--- config.mk ---
export PLATFORM = sky130hd
export DESIGN_NAME = sonet_section_line_overhead
export DESIGN_NICKNAME = d
export VERILOG_FILES = /design/src/rtl/sloh_pkg.sv /design/src/rtl/sonet_section_line_overhead.sv
export VERILOG_INCLUDE_DIRS = /design/src /design/src/rtl
export SDC_FILE = /design/constraint.sdc
export NUM_CORES = 1
export LEC_CHECK = 0
export BUFFER_PORTS_ARGS = -buffer_cell sky130_fd_sc_hd__buf_2
export CAP_MARGIN = 20
export CORE_ASPECT_RATIO = 1.75
export CORE_MARGIN = 8
export CORE_UTILIZATION = 60
export CTS_BUF_LIST = sky130_fd_sc_hd__clkbuf_2
export DETAILED_ROUTE_END_ITERATION = 8
export PLACE_DENSITY = 0.9
export SKIP_LAST_GASP = 1
export SLEW_MARGIN = 20
export SYNTH_ARGS = -nofsm -noshare
export SYNTH_HDL_FRONTEND = slang
export SYNTH_SLANG_ARGS = --single-unit
--- constraint.sdc ---
create_clock -name CLOCK -period 5.6 [get_ports CLOCK]
set_clock_uncertainty 0.05 [all_clocks]
set_input_delay 1.4 -clock CLOCK [delete_from_list [all_inputs] [get_ports CLOCK]]
set_output_delay 1.4 -clock CLOCK [all_outputs]
set_load 0.01 [all_outputs]
--- src/rtl/sloh_cfg.svh ---
// Offsets, field positions, reset values and timing counts of the overhead block
`ifndef SLOH_CFG_SVH
`define SLOH_CFG_SVH

`define OFF_MASTER_RESET 8'h00
`define OFF_RX_SECT_CTRL 8'h10
`define OFF_RX_SECT_STAT 8'h11
`define OFF_SPC_LOW 8'h12
`define OFF_SPC_HIGH 8'h13
`define OFF_TX_SECT_CTRL 8'h14
`define OFF_TX_SECT_DIAG 8'h15
`define OFF_RX_LINE_CTRL 8'h18
`define OFF_RX_LINE_INT 8'h19

`define BIT_SECT_PAR_INT_EN 3
`define BIT_SECT_PAR_INT_FLAG 6
`define BIT_TX_ALARM_INSERT 0
`define BIT_SCRAMBLE_DISABLE 6
`define BIT_FRAMING_INJECT 0
`define BIT_PARITY_CORRUPT 1
`define BIT_FORCE_ZERO 2
`define BIT_PARITY_WORD 7
`define BIT_AUTO_ONES 6
`define BIT_FAST_ALARM 5
`define BIT_FAST_REMOTE 4
`define BIT_OUT_WORD 3
`define BIT_FAR_WORD 2
`define BIT_ALARM_STATE 1
`define BIT_REMOTE_STATE 0
`define BIT_FAR_INT_EN 7
`define BIT_PAR_INT_EN 6
`define BIT_ALARM_INT_EN 5
`define BIT_REMOTE_INT_EN 4
`define BIT_FAR_INT_FLAG 3
`define BIT_PAR_INT_FLAG 2
`define BIT_ALARM_INT_FLAG 1
`define BIT_REMOTE_INT_FLAG 0

`define RESET_CTRL 8'h00
`define A1_NORMAL 8'hF6
`define A1_CORRUPT 8'h76
`define K2_REMOTE_PATTERN 3'b110
`define K2_ALARM_PATTERN 3'b111
`define FRAMES_FAST 3'h3
`define FRAMES_SLOW 3'h5
`define FAR_WORD_CAP 5'h04
`define FAR_MAX_VALUE 5'h18
`define SCRAMBLE_SEED 7'h7F

`define CLOCK_PERIOD_NS 50
`define POLL_TIME_NS 7000
`define POLL_CYCLES (`POLL_TIME_NS / `CLOCK_PERIOD_NS)
`define POLL_LATENCY 1

`endif

--- src/rtl/sloh_pkg.sv ---
// Types shared by the overhead block
package sloh_pkg;

    typedef struct packed {
        logic [7:0] rdata;
        logic sect_int_en;
        logic sect_par_flag;
        logic [15:0] sect_acc;
        logic [15:0] section_parity_count;
        logic [6:0] tx_ctrl;
        logic [2:0] tx_diag;
        logic [5:0] line_ctrl;
        logic [3:0] line_int_en;
        logic [3:0] line_int_flag;
        logic line_alarm_state;
        logic line_remote_defect_state;
        logic [2:0] alarm_run;
        logic [2:0] remote_run;
        logic [19:0] b2_acc;
        logic [19:0] far_acc;
        logic [19:0] b2_count;
        logic [19:0] far_count;
        logic [6:0] b2_out;
        logic b2_out_valid;
        logic [7:0] down_data;
        logic alarm_active;
        logic [6:0] scr;
        logic [7:0] bip;
        logic [7:0] b1_hold;
        logic [7:0] tx_data;
        logic irq;
    } state_type;

endpackage

--- src/rtl/sonet_section_line_overhead.sv ---
// Section and line overhead: error counts, alarm detection, transmit overhead control
//
// Chosen here: the plain strobed port.
`timescale 1ns/100ps
`include "sloh_cfg.svh"

module sonet_section_line_overhead import sloh_pkg::*; #(
    parameter int B2_ERR_WIDTH = 7
) (
    input wire logic CLOCK,
    input wire logic SYS_RST,
    input wire logic [7:0] ADDR,
    input wire logic [7:0] WDATA,
    input wire logic WR,
    input wire logic RD,
    output logic [7:0] RDATA,
    input wire logic RX_FRAME,
    input wire logic [3:0] RX_B1_ERRS,
    input wire logic [7:0] RX_K2,
    input wire logic [B2_ERR_WIDTH-1:0] RX_B2_ERRS,
    input wire logic [4:0] RX_FAR_ERRS,
    input wire logic [7:0] RX_DATA,
    output logic [7:0] DOWN_DATA,
    output logic [B2_ERR_WIDTH-1:0] B2_TO_TX,
    output logic B2_TO_TX_VALID,
    output logic [19:0] LINE_PARITY_COUNT,
    output logic [19:0] LINE_FAR_COUNT,
    input wire logic TX_FRAME,
    input wire logic TX_OVERHEAD,
    input wire logic TX_A1,
    input wire logic TX_B1,
    input wire logic TX_NO_SCRAMBLE,
    input wire logic [7:0] TX_DATA_IN,
    output logic [7:0] TX_DATA_OUT,
    output logic IRQ
);

    initial begin
        if (B2_ERR_WIDTH != 7) begin
            $error("B2_ERR_WIDTH must be 7 to hold up to 96 errors per frame");
        end
        if (`POLL_LATENCY > `POLL_CYCLES) begin
            $error("Counter poll latency exceeds the allowed transfer time");
        end
    end

    state_type r;
    state_type next_r;

    // Byte-wide frame-synchronous scrambler, x^7 + x^6 + 1, first bit in MSB
    function automatic logic [14:0] scramble_step(input logic [6:0] s);
        logic [6:0] st;
        logic [7:0] key;
        st = s;
        key = 8'h00;
        for (int i = 7; i >= 0; i--) begin
            key[i] = st[6];
            st = {st[5:0], st[6] ^ st[5]};
        end
        return {st, key};
    endfunction

    // Run length of frames disagreeing with the declared state
    function automatic logic [3:0] defect_step(input logic state, input logic match,
                                               input logic [2:0] run, input logic fast);
        logic [2:0] limit;
        logic [2:0] nrun;
        limit = fast ? `FRAMES_FAST : `FRAMES_SLOW;
        nrun = (match != state) ? 3'(run + 3'h1) : 3'h0;
        if (nrun >= limit) begin
            return {~state, 3'h0};
        end
        return {state, nrun};
    endfunction

    logic [16:0] sect_sum;
    logic [20:0] b2_sum;
    logic [20:0] far_sum;
    logic [6:0] b2_add;
    logic [4:0] far_add;
    logic [3:0] alarm_res;
    logic [3:0] remote_res;
    logic [14:0] scr_res;
    logic [7:0] tx_byte;
    logic [7:0] tx_scr;
    logic [6:0] scr_now;
    logic [7:0] bip_now;
    logic sect_poll;
    logic global_poll;
    logic tx_alarm;

    always_comb begin
        next_r = r;
        next_r.rdata = 8'h00;
        global_poll = WR && (ADDR == `OFF_MASTER_RESET);
        sect_poll = global_poll ||
                    (WR && (ADDR == `OFF_SPC_LOW || ADDR == `OFF_SPC_HIGH));

        // Register writes
        if (WR) begin
            if (ADDR == `OFF_RX_SECT_CTRL) begin
                next_r.sect_int_en = WDATA[`BIT_SECT_PAR_INT_EN];
            end else if (ADDR == `OFF_TX_SECT_CTRL) begin
                next_r.tx_ctrl = WDATA[6:0];
            end else if (ADDR == `OFF_TX_SECT_DIAG) begin
                next_r.tx_diag = WDATA[2:0];
            end else if (ADDR == `OFF_RX_LINE_CTRL) begin
                next_r.line_ctrl = WDATA[7:2];
            end else if (ADDR == `OFF_RX_LINE_INT) begin
                next_r.line_int_en = WDATA[7:4];
            end
        end

        // Register reads; clear-on-read of the flag registers
        if (RD) begin
            if (ADDR == `OFF_RX_SECT_CTRL) begin
                next_r.rdata = {4'h0, r.sect_int_en, 3'h0};
            end else if (ADDR == `OFF_RX_SECT_STAT) begin
                next_r.rdata = {1'b0, r.sect_par_flag, 6'h00};
                next_r.sect_par_flag = 1'b0;
            end else if (ADDR == `OFF_SPC_LOW) begin
                next_r.rdata = r.section_parity_count[7:0];
            end else if (ADDR == `OFF_SPC_HIGH) begin
                next_r.rdata = r.section_parity_count[15:8];
            end else if (ADDR == `OFF_TX_SECT_CTRL) begin
                next_r.rdata = {1'b0, r.tx_ctrl};
            end else if (ADDR == `OFF_TX_SECT_DIAG) begin
                next_r.rdata = {5'h00, r.tx_diag};
            end else if (ADDR == `OFF_RX_LINE_CTRL) begin
                next_r.rdata = {r.line_ctrl, r.line_alarm_state,
                                r.line_remote_defect_state};
            end else if (ADDR == `OFF_RX_LINE_INT) begin
                next_r.rdata = {r.line_int_en, r.line_int_flag};
                next_r.line_int_flag = 4'h0;
            end
        end

        // Section parity accumulation; errors of the poll cycle seed the new count
        sect_sum = {1'b0, r.sect_acc} + {13'h0000, RX_B1_ERRS};
        if (RX_FRAME && RX_B1_ERRS != 4'h0) begin
            next_r.sect_par_flag = 1'b1;
        end
        if (sect_poll) begin
            next_r.section_parity_count = r.sect_acc;
            next_r.sect_acc = RX_FRAME ? {12'h000, RX_B1_ERRS} : 16'h0000;
        end else if (RX_FRAME) begin
            next_r.sect_acc = sect_sum[16] ? 16'hFFFF : sect_sum[15:0];
        end

        // Line B2 and far-end error accumulation
        b2_add = r.line_ctrl[`BIT_PARITY_WORD - 2] ?
                 {6'h00, RX_B2_ERRS != 7'h00} : RX_B2_ERRS;
        if (RX_FAR_ERRS > `FAR_MAX_VALUE) begin
            far_add = 5'h00;
        end else if (r.line_ctrl[`BIT_FAR_WORD - 2] && RX_FAR_ERRS > `FAR_WORD_CAP) begin
            far_add = `FAR_WORD_CAP;
        end else begin
            far_add = RX_FAR_ERRS;
        end
        b2_sum = {1'b0, r.b2_acc} + {14'h0000, b2_add};
        far_sum = {1'b0, r.far_acc} + {16'h0000, far_add};
        if (global_poll) begin
            next_r.b2_count = r.b2_acc;
            next_r.far_count = r.far_acc;
            next_r.b2_acc = RX_FRAME ? {13'h0000, b2_add} : 20'h00000;
            next_r.far_acc = RX_FRAME ? {15'h0000, far_add} : 20'h00000;
        end else if (RX_FRAME) begin
            next_r.b2_acc = b2_sum[20] ? 20'hFFFFF : b2_sum[19:0];
            next_r.far_acc = far_sum[20] ? 20'hFFFFF : far_sum[19:0];
        end

        // Outbound B2 indication to the transmit line side
        next_r.b2_out_valid = RX_FRAME;
        if (RX_FRAME) begin
            next_r.b2_out = r.line_ctrl[`BIT_OUT_WORD - 2] ?
                            {6'h00, RX_B2_ERRS != 7'h00} : RX_B2_ERRS;
        end

        // K2 defect detection, once per received frame
        alarm_res = defect_step(r.line_alarm_state, RX_K2[2:0] == `K2_ALARM_PATTERN,
                                r.alarm_run, r.line_ctrl[`BIT_FAST_ALARM - 2]);
        remote_res = defect_step(r.line_remote_defect_state,
                                 RX_K2[2:0] == `K2_REMOTE_PATTERN,
                                 r.remote_run, r.line_ctrl[`BIT_FAST_REMOTE - 2]);
        if (RX_FRAME) begin
            next_r.line_alarm_state = alarm_res[3];
            next_r.alarm_run = alarm_res[2:0];
            next_r.line_remote_defect_state = remote_res[3];
            next_r.remote_run = remote_res[2:0];
            if (alarm_res[3] != r.line_alarm_state) begin
                next_r.line_int_flag[`BIT_ALARM_INT_FLAG] = 1'b1;
            end
            if (remote_res[3] != r.line_remote_defect_state) begin
                next_r.line_int_flag[`BIT_REMOTE_INT_FLAG] = 1'b1;
            end
            if (RX_B2_ERRS != 7'h00) begin
                next_r.line_int_flag[`BIT_PAR_INT_FLAG] = 1'b1;
            end
            if (RX_FAR_ERRS != 5'h00) begin
                next_r.line_int_flag[`BIT_FAR_INT_FLAG] = 1'b1;
            end
        end

        // Downstream data forced to ones while declared alarm is present
        if (r.line_ctrl[`BIT_AUTO_ONES - 2] && next_r.line_alarm_state) begin
            next_r.down_data = 8'hFF;
        end else begin
            next_r.down_data = RX_DATA;
        end

        // Transmit path: alarm insertion changes only at a frame start
        tx_alarm = r.alarm_active;
        if (TX_FRAME) begin
            tx_alarm = r.tx_ctrl[`BIT_TX_ALARM_INSERT];
        end
        next_r.alarm_active = tx_alarm;
        tx_byte = TX_DATA_IN;
        if (tx_alarm && !TX_OVERHEAD) begin
            tx_byte = 8'hFF;
        end
        if (TX_A1) begin
            tx_byte = r.tx_diag[`BIT_FRAMING_INJECT] ? `A1_CORRUPT : `A1_NORMAL;
        end
        if (TX_B1) begin
            tx_byte = r.tx_diag[`BIT_PARITY_CORRUPT] ? ~r.b1_hold : r.b1_hold;
        end

        scr_now = TX_FRAME ? `SCRAMBLE_SEED : r.scr;
        scr_res = scramble_step(scr_now);
        next_r.scr = TX_NO_SCRAMBLE ? scr_now : scr_res[14:8];
        if (r.tx_ctrl[`BIT_SCRAMBLE_DISABLE] || TX_NO_SCRAMBLE) begin
            tx_scr = tx_byte;
        end else begin
            tx_scr = tx_byte ^ scr_res[7:0];
        end

        // Parity over the sent frame, inserted as B1 of the next
        bip_now = TX_FRAME ? 8'h00 : r.bip;
        next_r.bip = bip_now ^ tx_scr;
        if (TX_FRAME) begin
            next_r.b1_hold = r.bip;
        end
        next_r.tx_data = r.tx_diag[`BIT_FORCE_ZERO] ? 8'h00 : tx_scr;

        next_r.irq = (next_r.sect_par_flag && next_r.sect_int_en) ||
                     ((next_r.line_int_flag & next_r.line_int_en) != 4'h0);
    end

    always_ff @(posedge CLOCK) begin
        if (SYS_RST) begin
            r <= '0;
            r.tx_ctrl <= 7'(`RESET_CTRL);
            r.scr <= `SCRAMBLE_SEED;
        end else begin
            r <= next_r;
        end
    end

    assign RDATA = r.rdata;
    assign DOWN_DATA = r.down_data;
    assign B2_TO_TX = r.b2_out;
    assign B2_TO_TX_VALID = r.b2_out_valid;
    assign LINE_PARITY_COUNT = r.b2_count;
    assign LINE_FAR_COUNT = r.far_count;
    assign TX_DATA_OUT = r.tx_data;
    assign IRQ = r.irq;

endmodule

==> results by group, run 1 <==
Yosys
  – XOR/XNOR Fraction of Synth Area: 0.0328
  – Post-synth EDFFs: 0
  – Count leader, synth: dfxtp_1
  – Synth async-reset ratio: 0
  – Synth warnings: 0
  – Synth Area in Simple Gates: 0.227
  – Top cell type's share of synthesized area: 0.400
  – Net count after synthesis: 1339
  – Synth Area in Adders: 0.0318
  – Post-synthesis compound-gate area fraction: 0.188
  – Multiplexer share of the synthesized area: 0.0292
  – Largest family of logic cells by synthesized area: simple AND/OR/NAND/NOR gates
  – Synth Instances: ~1.2k
  – Sequential fraction of the synthesis area: 0.400
  – Commonest cells post-synth: dfxtp_1, nand2_1, a21oi_1
  – Top cell type by total area after synthesis: dfxtp_1
  – Main synth FF type: dfxtp_1
  – Netlist cell types: 81
  – Mapped Area: 10200 µm²
  – Synth area leaders: dfxtp_1, nand2_1, a21oi_1
  – Synthesized area per cell: about 8.1 µm²
  – FF+latch count, synth: 203

Global routing
  – Largest net degree at the start of global routing: 79
  – First-pass GRT wire length: 41.6 mm
  – GRT Residual Overflow: 0
  – Initial antenna violation count: 2
  – Total track usage: 0.234
  – Vias in the first global route: about 9k

Setup path
  – Req. time, crit path: 6160 ps
  – Crit Path Max Fanout: 12
  – Cells on worst reg2reg path: 10
  – CP Class: input pin to register
  – Crit-path cells: buf_2 > nor4_1 > nand2_1 > o21a_1 > ha_1 > inv_1 > fa_1 > nor2b_1 > o31a_1 > o211ai_1 > a21oi_1 > and4_2 > nor3_1
  – Worst path max stage delay: 710 ps
  – Slowest cell on crit path: a21oi_1
  – RR Startpoint: r[150]
  – Startpoint type of the worst setup path: input pin
  – CP Capture Type: register
  – CP arrival: 4120 ps
  – Reg2Reg Capture Point: r[121]
  – Reg2reg setup slack: between 2000 and 2500 ps

Final layout
  – Share of layout cells above drive strength 1: 0.178
  – Fillers: ~1.5k
  – Post-layout net count: about 1.4k
  – Layout area overhead: 6.23%
  – Fin cells: 1569
  – Final Util: 0.643

Clock tree
  – Post-cts gate resize count: 0
  – Worst-Skew Late Latency: 770 ps
  – Clock Tree Buf Depth: 3
  – CTS buffer count: 46
  – CTS tree: yes
  – CTS Sinks: 203
  – H-tree depth: 2
  – Hold_buf cts: 0
  – Clk root buf: clkbuf_2
  – Clk slew on worst S/H paths: 100 ps
  – Setup Buffers After CTS: 0

Min path
  – Min-Delay Path Class: register to register
  – Hold Path Cell Cnt: 2
  – Worst Hold Path EP: LINE_PARITY_COUNT[12]
  – Worst hold start: LINE_PARITY_COUNT[12]

STA
  – Fmax: roughly 280 MHz
  – RSZ-0062 raised after global routing: no
  – Final hold viol count: 0
  – Pins Over Slew Limit: 0
  – Rel. slew slack: 0.293
  – Worst hold-check slack: 405 ps
  – Setup violations, final: 0
  – Least-Margin Pin Slew: 1060 ps
  – Tmin final: around 3600 ps
  – Setup_tns: 0 ps
  – Tcrit/Tclk final: 0.636

Place
  – Routability cong.: 0.949
  – Port bufs: 133
  – DP HPWL: 18.5 mm
  – Placed cell count: 1483

Floorplanning
  – Placement Rows: 63
  – IO Pins: 139
  – DIE HEIGHT: 188 µm
  – Die width: about 110 µm
  – Full die area: 21500 µm²
  – Core Region: 16800 µm²
  – Starting Density: 0.605

Routing
  – Final WL: 25.7 mm
  – Remaining antenna violation count: 0
  – DRT iter0 DRCs: around 530
  – Drt pass-1 iters: 5
  – DR WL/cell: 16.4 µm
  – Via count: just over 9k
  – Vias per inst: 5.86
  – Drt drc: 0

Run status
  – Outcome: completed

Power
  – P per Cell Area: 258 nW/µm²
  – Leak: 4.47 nW
  – Power Total: approximately 2.8 mW
  – Worst vdd ir: 0.000175 V

Job
  – Total of max-cap violations: 0
[worst max-delay path by stage]
stage / start / to / slack (ps) / cells after the start
finish: RX_B2_ERRS[0] / r[121] / 2040 / 13
global route: RX_B2_ERRS[6] / r[123] / 1820 / 13
CTS: RX_B2_ERRS[0] / r[121] / 2110 / 13
detailed placement: RX_B2_ERRS[3] / r[124] / 1290 / 13
global placement: RX_B2_ERRS[3] / r[124] / 1290 / 13
floorplan: RX_B2_ERRS[3] / r[124] / 1840 / 12
[state kept, by name, indices dropped and copies added, names as in the netlist]
signal             cells
DOWN_DATA              8
B2_TO_TX               7
LINE_FAR_COUNT        20
LINE_PARITY_COUNT     20
RDATA                  8
B2_TO_TX_VALID         1
TX_DATA_OUT            8
r                    130
IRQ                    1
[metrics by stage]
step                      area (µm²)  setup WS, ps
after floorplan                10200          1840
after global placement         10400          1290
after detailed placement       10400          1290
after CTS                      10800          2110
after global routing           10800          1820
final                          10800          2040
[cell families (layout without fill, tap and decap cells)]
family                   after synthesis  count (layout)
AO/OA/AOI/OAI                        313             313
XOR/XNOR                              38              38
adder cells (fa/ha/maj)               24              24
buffers and inverters                166             257
flip-flops                           203             203
multiplexers                          29              29
other                                  0               2
AND/OR/NAND/NOR                      476             476
[layer usage]
metal  vias to the layer above  track usage  part of all wire
met3                       107       0.0390             0.050
met5                         -            0                 0
met2                       345        0.429              0.53
met4                         0        0.178             0.064
li1                       4456            -                 -
met1                      4285        0.225              0.36
[cells in the final DEF, fill, tap and decap left out, drive strengths merged, types with 4 or more instances in the layout]
cell / instances
and2: 12
a211oi: 7
nand3b: 4
xor2: 18
nand3: 31
o21bai: 5
ha: 21
clkbuf: 61
clkinv: 23
nor4: 5
o21a: 6
nand2: 198
buf: 140
xnor2: 20
mux2: 5
mux2i: 24
dfxtp: 203
a21oi: 141
nor3: 47
and4: 9
a21o: 6
a22oi: 12
o21ai: 63
a22o: 4
a31oi: 14
o2111ai: 5
and3: 24
nor3b: 4
inv: 32
nand4: 14
a311oi: 6
o22ai: 10
nor2b: 19
nor2: 89
o31ai: 5
nand2b: 6
[area by class of cell]
| type | count | area, µm² | area share |
|---|---|---|---|
| Multi-Input combinational cell | 880 | 5170 | 0.479 |
| Sequential cell | 203 | 4060 | 0.377 |
| Timing Repair Buffer | 140 | 721 | 0.0668 |
| Clock buffer | 61 | 305 | 0.0283 |
| Tap cell | 227 | 284 | 0.0263 |
| Inverter | 33 | 124 | 0.0115 |
| Clock inverter | 23 | 118 | 0.0109 |
| Antenna cell | 2 | 5.00 | 0.000464 |
[report_power, final]
group / internal [mW] / switching [mW]
Combinational: 0.130 / 0.192
Sequential: 1.49 / 0.0341
Clock: 0.348 / 0.595
Total: 1.96 / 0.821
[critical path: cells and delay by family]
kind	cells	cell delay [ps]
AO/OA/AOI/OAI	4	1190
AND/OR/NAND/NOR	5	760
adder cells (fa/ha/maj)	2	580
buffers and inverters	2	170
Note: power is estimated with default switching activity, not from simulation.
==> run 2: changes to the inputs <==
--- a/config.mk
+++ b/config.mk
@@ -6,6 +6,7 @@
 export SDC_FILE = /design/constraint.sdc
 export NUM_CORES = 1
 export LEC_CHECK = 0
+export ABC_AREA = 1
 export BUFFER_PORTS_ARGS = -buffer_cell sky130_fd_sc_hd__buf_2
 export CAP_MARGIN = 20
 export CORE_ASPECT_RATIO = 1.75
@@ -13,7 +14,7 @@
 export CORE_UTILIZATION = 60
 export CTS_BUF_LIST = sky130_fd_sc_hd__clkbuf_2
 export DETAILED_ROUTE_END_ITERATION = 8
-export PLACE_DENSITY = 0.9
+export PLACE_DENSITY = 0.89
 export SKIP_LAST_GASP = 1
 export SLEW_MARGIN = 20
 export SYNTH_ARGS = -nofsm -noshare
==> constraint.sdc (replaced) <==
create_clock -name CLOCK -period 3.7 [get_ports CLOCK]
set_clock_uncertainty 0.05 [all_clocks]
set_input_delay 0.925 -clock CLOCK [delete_from_list [all_inputs] [get_ports CLOCK]]
set_output_delay 0.925 -clock CLOCK [all_outputs]
set_load 0.01 [all_outputs]
==> results by group, run 2 <==
Run status
  – Outcome: completed (unchanged)

Clock tree
  – Worst-Skew Late Latency: 770 ps (about the same)
  – CTS buffer count: 46 (unchanged)
  – Clock Tree Buf Depth: 3 (unchanged)
  – Setup Buffers After CTS: 0 (unchanged)
  – H-tree depth: 2 (unchanged)
  – CTS Sinks: 203 (unchanged)
  – CTS tree: yes (unchanged)
  – Post-cts gate resize count: 0 (unchanged)
  – Hold_buf cts: 0 (unchanged)
  – Clk slew on worst S/H paths: 120 ps (was 100 ps)
  – Clk root buf: clkbuf_2 (unchanged)

STA
  – Setup_tns: 0 ps (unchanged)
  – Pins Over Slew Limit: 0 (unchanged)
  – Setup violations, final: 0 (unchanged)
  – Least-Margin Pin Slew: 964 ps (was 1060 ps)
  – RSZ-0062 raised after global routing: no (unchanged)
  – Tmin final: 3080 ps
  – Final hold viol count: 0 (unchanged)
  – Fmax: 325 MHz
  – Tcrit/Tclk final: 0.832
  – Rel. slew slack: 0.356 (was 0.293)

Global routing
  – First-pass GRT wire length: 45.8 mm (was 41.6 mm)
  – Initial antenna violation count: 6 (was 2)
  – Vias in the first global route: 9876 (was 8962)
  – Total track usage: 0.250 (was 0.234)
  – GRT Residual Overflow: 0 (unchanged)
  – Largest net degree at the start of global routing: 68 (was 79)

Place
  – Port bufs: 133 (unchanged)
  – Routability cong.: 0.957 (was 0.949)
  – DP HPWL: 20.3 mm (was 18.5 mm)

Yosys
  – Mapped Area: 10700 µm² (was 10200 µm²)
  – Netlist cell types: 53 (was 81)
  – Commonest cells post-synth: nand2_1, dfxtp_1, a21oi_1 (was dfxtp_1, nand2_1, a21oi_1)
  – Post-synth EDFFs: 0 (unchanged)
  – FF+latch count, synth: 203 (unchanged)
  – Top cell type by total area after synthesis: dfxtp_1 (unchanged)
  – Sequential fraction of the synthesis area: 0.380 (was 0.400)
  – Synth warnings: 0 (unchanged)
  – Synth async-reset ratio: 0 (unchanged)
  – Synth Instances: 1488 (was 1249)
  – Synthesized area per cell: 7.19 µm² (was 8.13 µm²)
  – Synth area leaders: dfxtp_1, nand2_1, a21oi_1 (unchanged)
  – Top cell type's share of synthesized area: 0.380 (was 0.400)
  – Net count after synthesis: 1578 (was 1339)
  – Count leader, synth: nand2_1 (was dfxtp_1)
  – Main synth FF type: dfxtp_1 (unchanged)

Power
  – P per Cell Area: 369 nW/µm² (was 258 nW/µm²)
  – Leak: 5.07 nW (was 4.47 nW)
  – Worst vdd ir: 0.000245 V (was 0.000175 V)

Routing
  – Drt drc: 0 (unchanged)
  – DRT iter0 DRCs: 934 (was 533)
  – Drt pass-1 iters: 8 (was 5)
  – Via count: 10.2k (was 9193)
  – Vias per inst: 5.60 (was 5.86)
  – Final WL: 27.9 mm (was 25.7 mm)
  – DR WL/cell: 15.3 µm (was 16.4 µm)
  – Remaining antenna violation count: 0 (unchanged)

Min path
  – Min-Delay Path Class: input pin to register (was register to register)

Floorplanning
  – Full die area: 22500 µm² (was 21500 µm²)
  – Starting Density: 0.613 (was 0.605)
  – DIE HEIGHT: 193 µm (was 188 µm)
  – Placement Rows: 64 (was 63)
  – IO Pins: 139 (unchanged)
  – Die width: 117 µm (was 114 µm)
  – Core Region: 17500 µm² (was 16800 µm²)

Final layout
  – Most flops, register: r (unchanged)
  – Share of layout cells above drive strength 1: 0.180 (was 0.178)
  – Max reg flops: 130 (unchanged)
  – Layout area overhead: 6.58% (was 6.23%)
  – Post-layout net count: 1644 (was 1394)
  – Most frequent cells in the layout: nand2_1, dfxtp_1, a21oi_1, nor2_1, inv_1 (was dfxtp_1, nand2_1, a21oi_1, buf_2, nor2_1)
  – Final Util: 0.653 (was 0.643)
  – Fillers: 1624 (was 1482)
  – Leading cell type in the layout, fill and taps excluded: nand2_1 (was dfxtp_1)

Setup path
  – Crit Path Max Fanout: 13 (was 12)
  – Req. time, crit path: 4340 ps (was 6160 ps)
  – Crit-path cells: o21ai_0 > inv_1 > ha_1 > inv_1 > fa_1 > o21ai_2 > nand2_1 > o211ai_2 > nand2_1 > nor2_4 > nand2_2 > nand2_1 > o211ai_1 > a21oi_1 (was buf_2 > nor4_1 > nand2_1 > o21a_1 > ha_1 > inv_1 > fa_1 > nor2b_1 > o31a_1 > o211ai_1 > a21oi_1 > and4_2 > nor3_1)
  – Slowest cell on crit path: dfxtp_1 (was a21oi_1)
  – CP Class: register to register (was input pin to register)
  – CP Capture Type: register (unchanged)
  – CP arrival: 3720 ps (was 4120 ps)
  – Most common cell on crit path: nand2_1
  – Worst path max stage delay: 530 ps (was 710 ps)
  – Startpoint type of the worst setup path: register (was input pin)

Job
  – Total of max-cap violations: 0 (unchanged)
## run 2: cell count changes after synthesis, moves of 27 or more
cell / change
a21oi_1: +35
nor2_1: +65
nor3_1: -27
nand2_1: +54
o21ai_0: +68
nand3_1: +29
inv_1: +114
## run 2: layer usage
metal / vias up / GRT usage / wire length (µm)
li1: 5016 / - / -
met1: 4655 / 0.269 / 10600
met2: 429 / 0.440 / 14100
met3: 113 / 0.0495 / 1950
met4: 2 / 0.150 / 1280
met5: - / 0 / 10
## run 2: cell families (layout without fill, tap and decap cells)
group | count (synthesis) | after routing | synth area share
other cells | 0 | 5 | 0
buf+inv | 286 | 385 | 0.128
simple gates | 556 | 556 | 0.237
xor+xnor | 41 | 41 | 0.0336
mux | 1 | 1 | 0.000935
flops | 203 | 203 | 0.380
compound gates | 377 | 377 | 0.191
fa+ha+maj | 24 | 24 | 0.0302
## run 2: layout make-up
cell class / instances / area, µm² / area share
Inverter: 157 / 589 / 0.0517
Tap cell: 231 / 289 / 0.0253
Clock buffer: 66 / 330 / 0.0290
Clock inverter: 15 / 65.1 / 0.00570
Sequential cell: 203 / 4060 / 0.356
Multi-Input combinational cell: 999 / 5280 / 0.463
Timing Repair Buffer: 147 / 773 / 0.0678
Antenna cell: 5 / 12.5 / 0.00110
## run 2: power by group
part | switching, mW | internal, mW | leakage (nW) | total [mW]
sequential | 0.0432 | 2.26 | 1.65 | 2.30
combinational | 0.349 | 0.202 | 3.11 | 0.551
clock | 0.872 | 0.480 | 0.306 | 1.35
## run 2: stage by stage
step | total power [mW] | area, µm² | hold slack [ps] | std cells | setup slack, ps
6_report | 4.20 | 11400 | 368 | 1823 | 620
5_1_grt | 4.44 | 11400 | 317 | 1822 | 466
4_1_cts | 4.23 | 11400 | 339 | 1818 | 673
3_5_place_dp | 2.89 | 11000 | 396 | 1737 | 26.6
3_3_place_gp | 2.87 | 11000 | 396 | 1737 | 143
2_1_floorplan | 2.75 | 10700 | 384 | 1488 | 641
## run 2: final timing paths
| kind | start | endpoint | slack (ps) | cells past startpoint |
|---|---|---|---|---|
| min reg2reg | r[156] | r[156] | 420 | 2 |
| min | RX_B2_ERRS[4] | B2_TO_TX[4] | 370 | 3 |
| max | r[150] | r[110] | 620 | 14 |
| max reg2reg | r[150] | r[110] | 620 | 14 |
## run 2: worst max-delay path, delay by kind of cell, from the launching register on
kind / cells / cell delay (ps)
compound gates: 5 / 790
fa+ha+maj: 2 / 630
simple gates: 5 / 810
flops: 1 / 530
buf+inv: 2 / 180
==> run 3: changes to the inputs <==
==> constraint.sdc (replaced) <==
create_clock -name CLOCK -period 2.9 [get_ports CLOCK]
set_clock_uncertainty 0.05 [all_clocks]
set_input_delay 0.725 -clock CLOCK [delete_from_list [all_inputs] [get_ports CLOCK]]
set_output_delay 0.725 -clock CLOCK [all_outputs]
set_load 0.01 [all_outputs]
==> results by group, run 3 (synthesis gave the netlist of run 2 again) <==
Run status
  – Outcome: completed (unchanged)

Global routing
  – GRT met1 Usage: 0.258 (was 0.269)
  – Gr busiest metal: met2 (unchanged)
  – First-pass GRT wire length: 46.3 mm (was 45.8 mm)
  – Total track usage: 0.251 (was 0.250)
  – GRT Residual Overflow: 0 (unchanged)
  – Met3 global-route usage: 0.0461 (was 0.0495)
  – Initial antenna violation count: 5 (was 6)
  – Largest net degree at the start of global routing: 65 (was 68)
  – Grt met2 use: 0.453 (was 0.440)
  – Vias in the first global route: 10.3k (was 9876)

Power
  – P per Cell Area: 465 nW/µm² (was 369 nW/µm²)
  – Pint: 3.84 mW (was 2.94 mW)
  – P_sw: 1.62 mW (was 1.26 mW)
  – Power share of the sequential group: 0.538 (was 0.547)
  – Switch share: 0.296 (was 0.301)
  – Leak: 5.28 nW (was 5.07 nW)
  – Logic pwr share: 0.137 (was 0.131)
  – Worst vdd ir: 0.000297 V (was 0.000245 V)
  – Clk pwr share: 0.325 (was 0.322)

Floorplanning
  – Core Region: 17500 µm² (unchanged)
  – IO Pins: 139 (unchanged)
  – Placement Rows: 64 (unchanged)
  – DIE HEIGHT: 193 µm (unchanged)
  – Die width: 117 µm (unchanged)
  – Full die area: 22500 µm² (unchanged)
  – Starting Density: 0.613 (unchanged)

Place
  – Dpl ws: -459 ps (was 26.6 ps)
  – Placed cell area: 11300 µm² (was 11000 µm²)
  – DP HPWL: 20.8 mm (was 20.3 mm)
  – Placed cell count: 1778 (was 1737)
  – Routability cong.: 0.952 (was 0.957)
  – Port bufs: 133 (unchanged)

Clock tree
  – Clock Tree Buf Depth: 3 (unchanged)
  – CTS buffer count: 46 (unchanged)
  – H-tree depth: 2 (unchanged)
  – Worst-Skew Late Latency: 730 ps (was 770 ps)
  – Hold_buf cts: 0 (unchanged)
  – CTS Sinks: 203 (unchanged)
  – Clk slew on worst S/H paths: 110 ps (was 120 ps)
  – Setup Buffers After CTS: 0 (unchanged)
  – CTS tree: yes (unchanged)
  – Clk root buf: clkbuf_2 (unchanged)
  – Post-cts gate resize count: 0 (unchanged)

Routing
  – Drt pass-1 iters: 8 (unchanged)
  – Remaining antenna violation count: 0 (unchanged)
  – Drt drc: 0 (unchanged)
  – DR WL/cell: 15.2 µm (was 15.3 µm)
  – DRT iter0 DRCs: 765 (was 934)
  – Final WL: 28.2 mm (was 27.9 mm)
  – Vias per inst: 5.53 (was 5.60)
  – Via count: 10.3k (was 10.2k)

Final layout
  – Layout area overhead: 9.73% (was 6.58%)
  – Cell area after layout: 11700 µm² (was 11400 µm²)
  – Fin cells: 1860 (was 1823)
  – Most flops, register: r (unchanged)
  – Share of layout cells above drive strength 1: 0.197 (was 0.180)
  – Post-layout net count: 1685 (was 1644)
  – Leading cell type in the layout, fill and taps excluded: nand2_1 (unchanged)
  – Most frequent cells in the layout: nand2_1, dfxtp_1, a21oi_1, nor2_1, inv_1 (unchanged)
  – Max reg flops: 130 (unchanged)

Setup path
  – CP arrival: 3230 ps (was 3720 ps)
  – Critical path's top delay family: simple AND/OR/NAND/NOR gates (unchanged)
  – Worst Path Buf+Inv: 5 (was 2)
  – Crit Path Max Fanout: 5 (was 13)
  – Crit-path cells: buf_2 > nor4_1 > buf_4 > nand4_1 > o21ai_0 > inv_1 > ha_1 > inv_1 > fa_1 > o21ai_2 > nand2_1 > o211ai_2 > nand2_1 > nor2_4 > buf_4 > nand2_2 > nor3_4 > o21ai_1 > a21oi_1 (was o21ai_0 > inv_1 > ha_1 > inv_1 > fa_1 > o21ai_2 > nand2_1 > o211ai_2 > nand2_1 > nor2_4 > nand2_2 > nand2_1 > o211ai_1 > a21oi_1)
  – Worst path max stage delay: 410 ps (was 530 ps)
  – Startpoint type of the worst setup path: input pin (was register)
  – CP Class: input pin to register (was register to register)
  – Slowest cell on crit path: fa_1 (was dfxtp_1)
  – CP Capture Type: register (unchanged)
  – Req. time, crit path: 3510 ps (was 4340 ps)

STA
  – Setup violations, final: 0 (unchanged)
  – Pins Over Slew Limit: 0 (unchanged)
  – Final hold viol count: 0 (unchanged)
  – Least-Margin Pin Slew: 924 ps (was 964 ps)
  – Post-route setup slack: 276 ps (was 620 ps)
  – RSZ-0062 raised after global routing: no (unchanged)
  – Rel. slew slack: 0.381 (was 0.356)
  – Tcrit/Tclk final: 0.905
  – Tmin final: 2620 ps
  – Fmax: 381 MHz

Job
  – Total of max-cap violations: 0 (unchanged)

Min path
  – Min-Delay Path Class: input pin to register (unchanged)
## run 3: changes by cell type in the layout (fill, tap and decap cells not counted), sizes merged
cell	previous run	this run
buf	147	188
bufinv	0	1
clkbuf	66	62
clkinv	15	17
clkinvlp	1	0
diode	5	2
inv	156	157
## run 3: worst paths after layout
path | startpoint | to | slack (ps) | cells past startpoint
setup / recovery | RX_B2_ERRS[3] | r[116] | 280 | 19
hold / removal | RX_DATA[5] | DOWN_DATA[5] | 170 | 3
setup reg to reg | r[150] | r[116] | 280 | 15
hold reg to reg | r[159] | r[159] | 420 | 2
## run 3: metrics by stage
stage / total power, mW / hold WS [ps] / TNS [ps] / util
3_3_place_gp: 3.71 / 396 / -4760 / 0.649
4_1_cts: 5.49 / 110 / 0 / 0.672
5_1_grt: 5.74 / 136 / 0 / 0.673
2_1_floorplan: 3.51 / 384 / 0 / -
3_5_place_dp: 3.74 / 402 / -7600 / 0.649
6_report: 5.46 / 168 / 0 / 0.673
## run 3: routing by layer
layer	share of wire	vias up	wire, µm
met1	0.37	4654	10400
met5	0.0011	-	32
met4	0.055	6	1540
met3	0.066	136	1850
met2	0.51	417	14400
li1	-	5080	-
## run 3: tightest hold or removal path, delay by kind of cell
kind,cells,cell delay (ps)
AOI/OAI and AO/OA,1,50
buffers and inverters,2,130
## run 3: power groups by stage
stage,Combinational [mW],Sequential (mW),Clock [mW]
6_report,0.747,2.94,1.78
5_1_grt,0.837,2.95,1.96
4_1_cts,0.744,2.94,1.82
3_5_place_dp,0.740,3.00,0
3_3_place_gp,0.714,2.99,0
2_1_floorplan,0.526,2.98,0
## run 3: cell type report
cell class	instances	area, µm²
flip-flops and latches	203	4060
clock buffers	62	310
well taps	231	289
multi-input cells	999	5280
fillers	1568	5710
repair buffers	188	1110
clock inverters	18	96.3
inverters	157	589
diodes	2	5.00
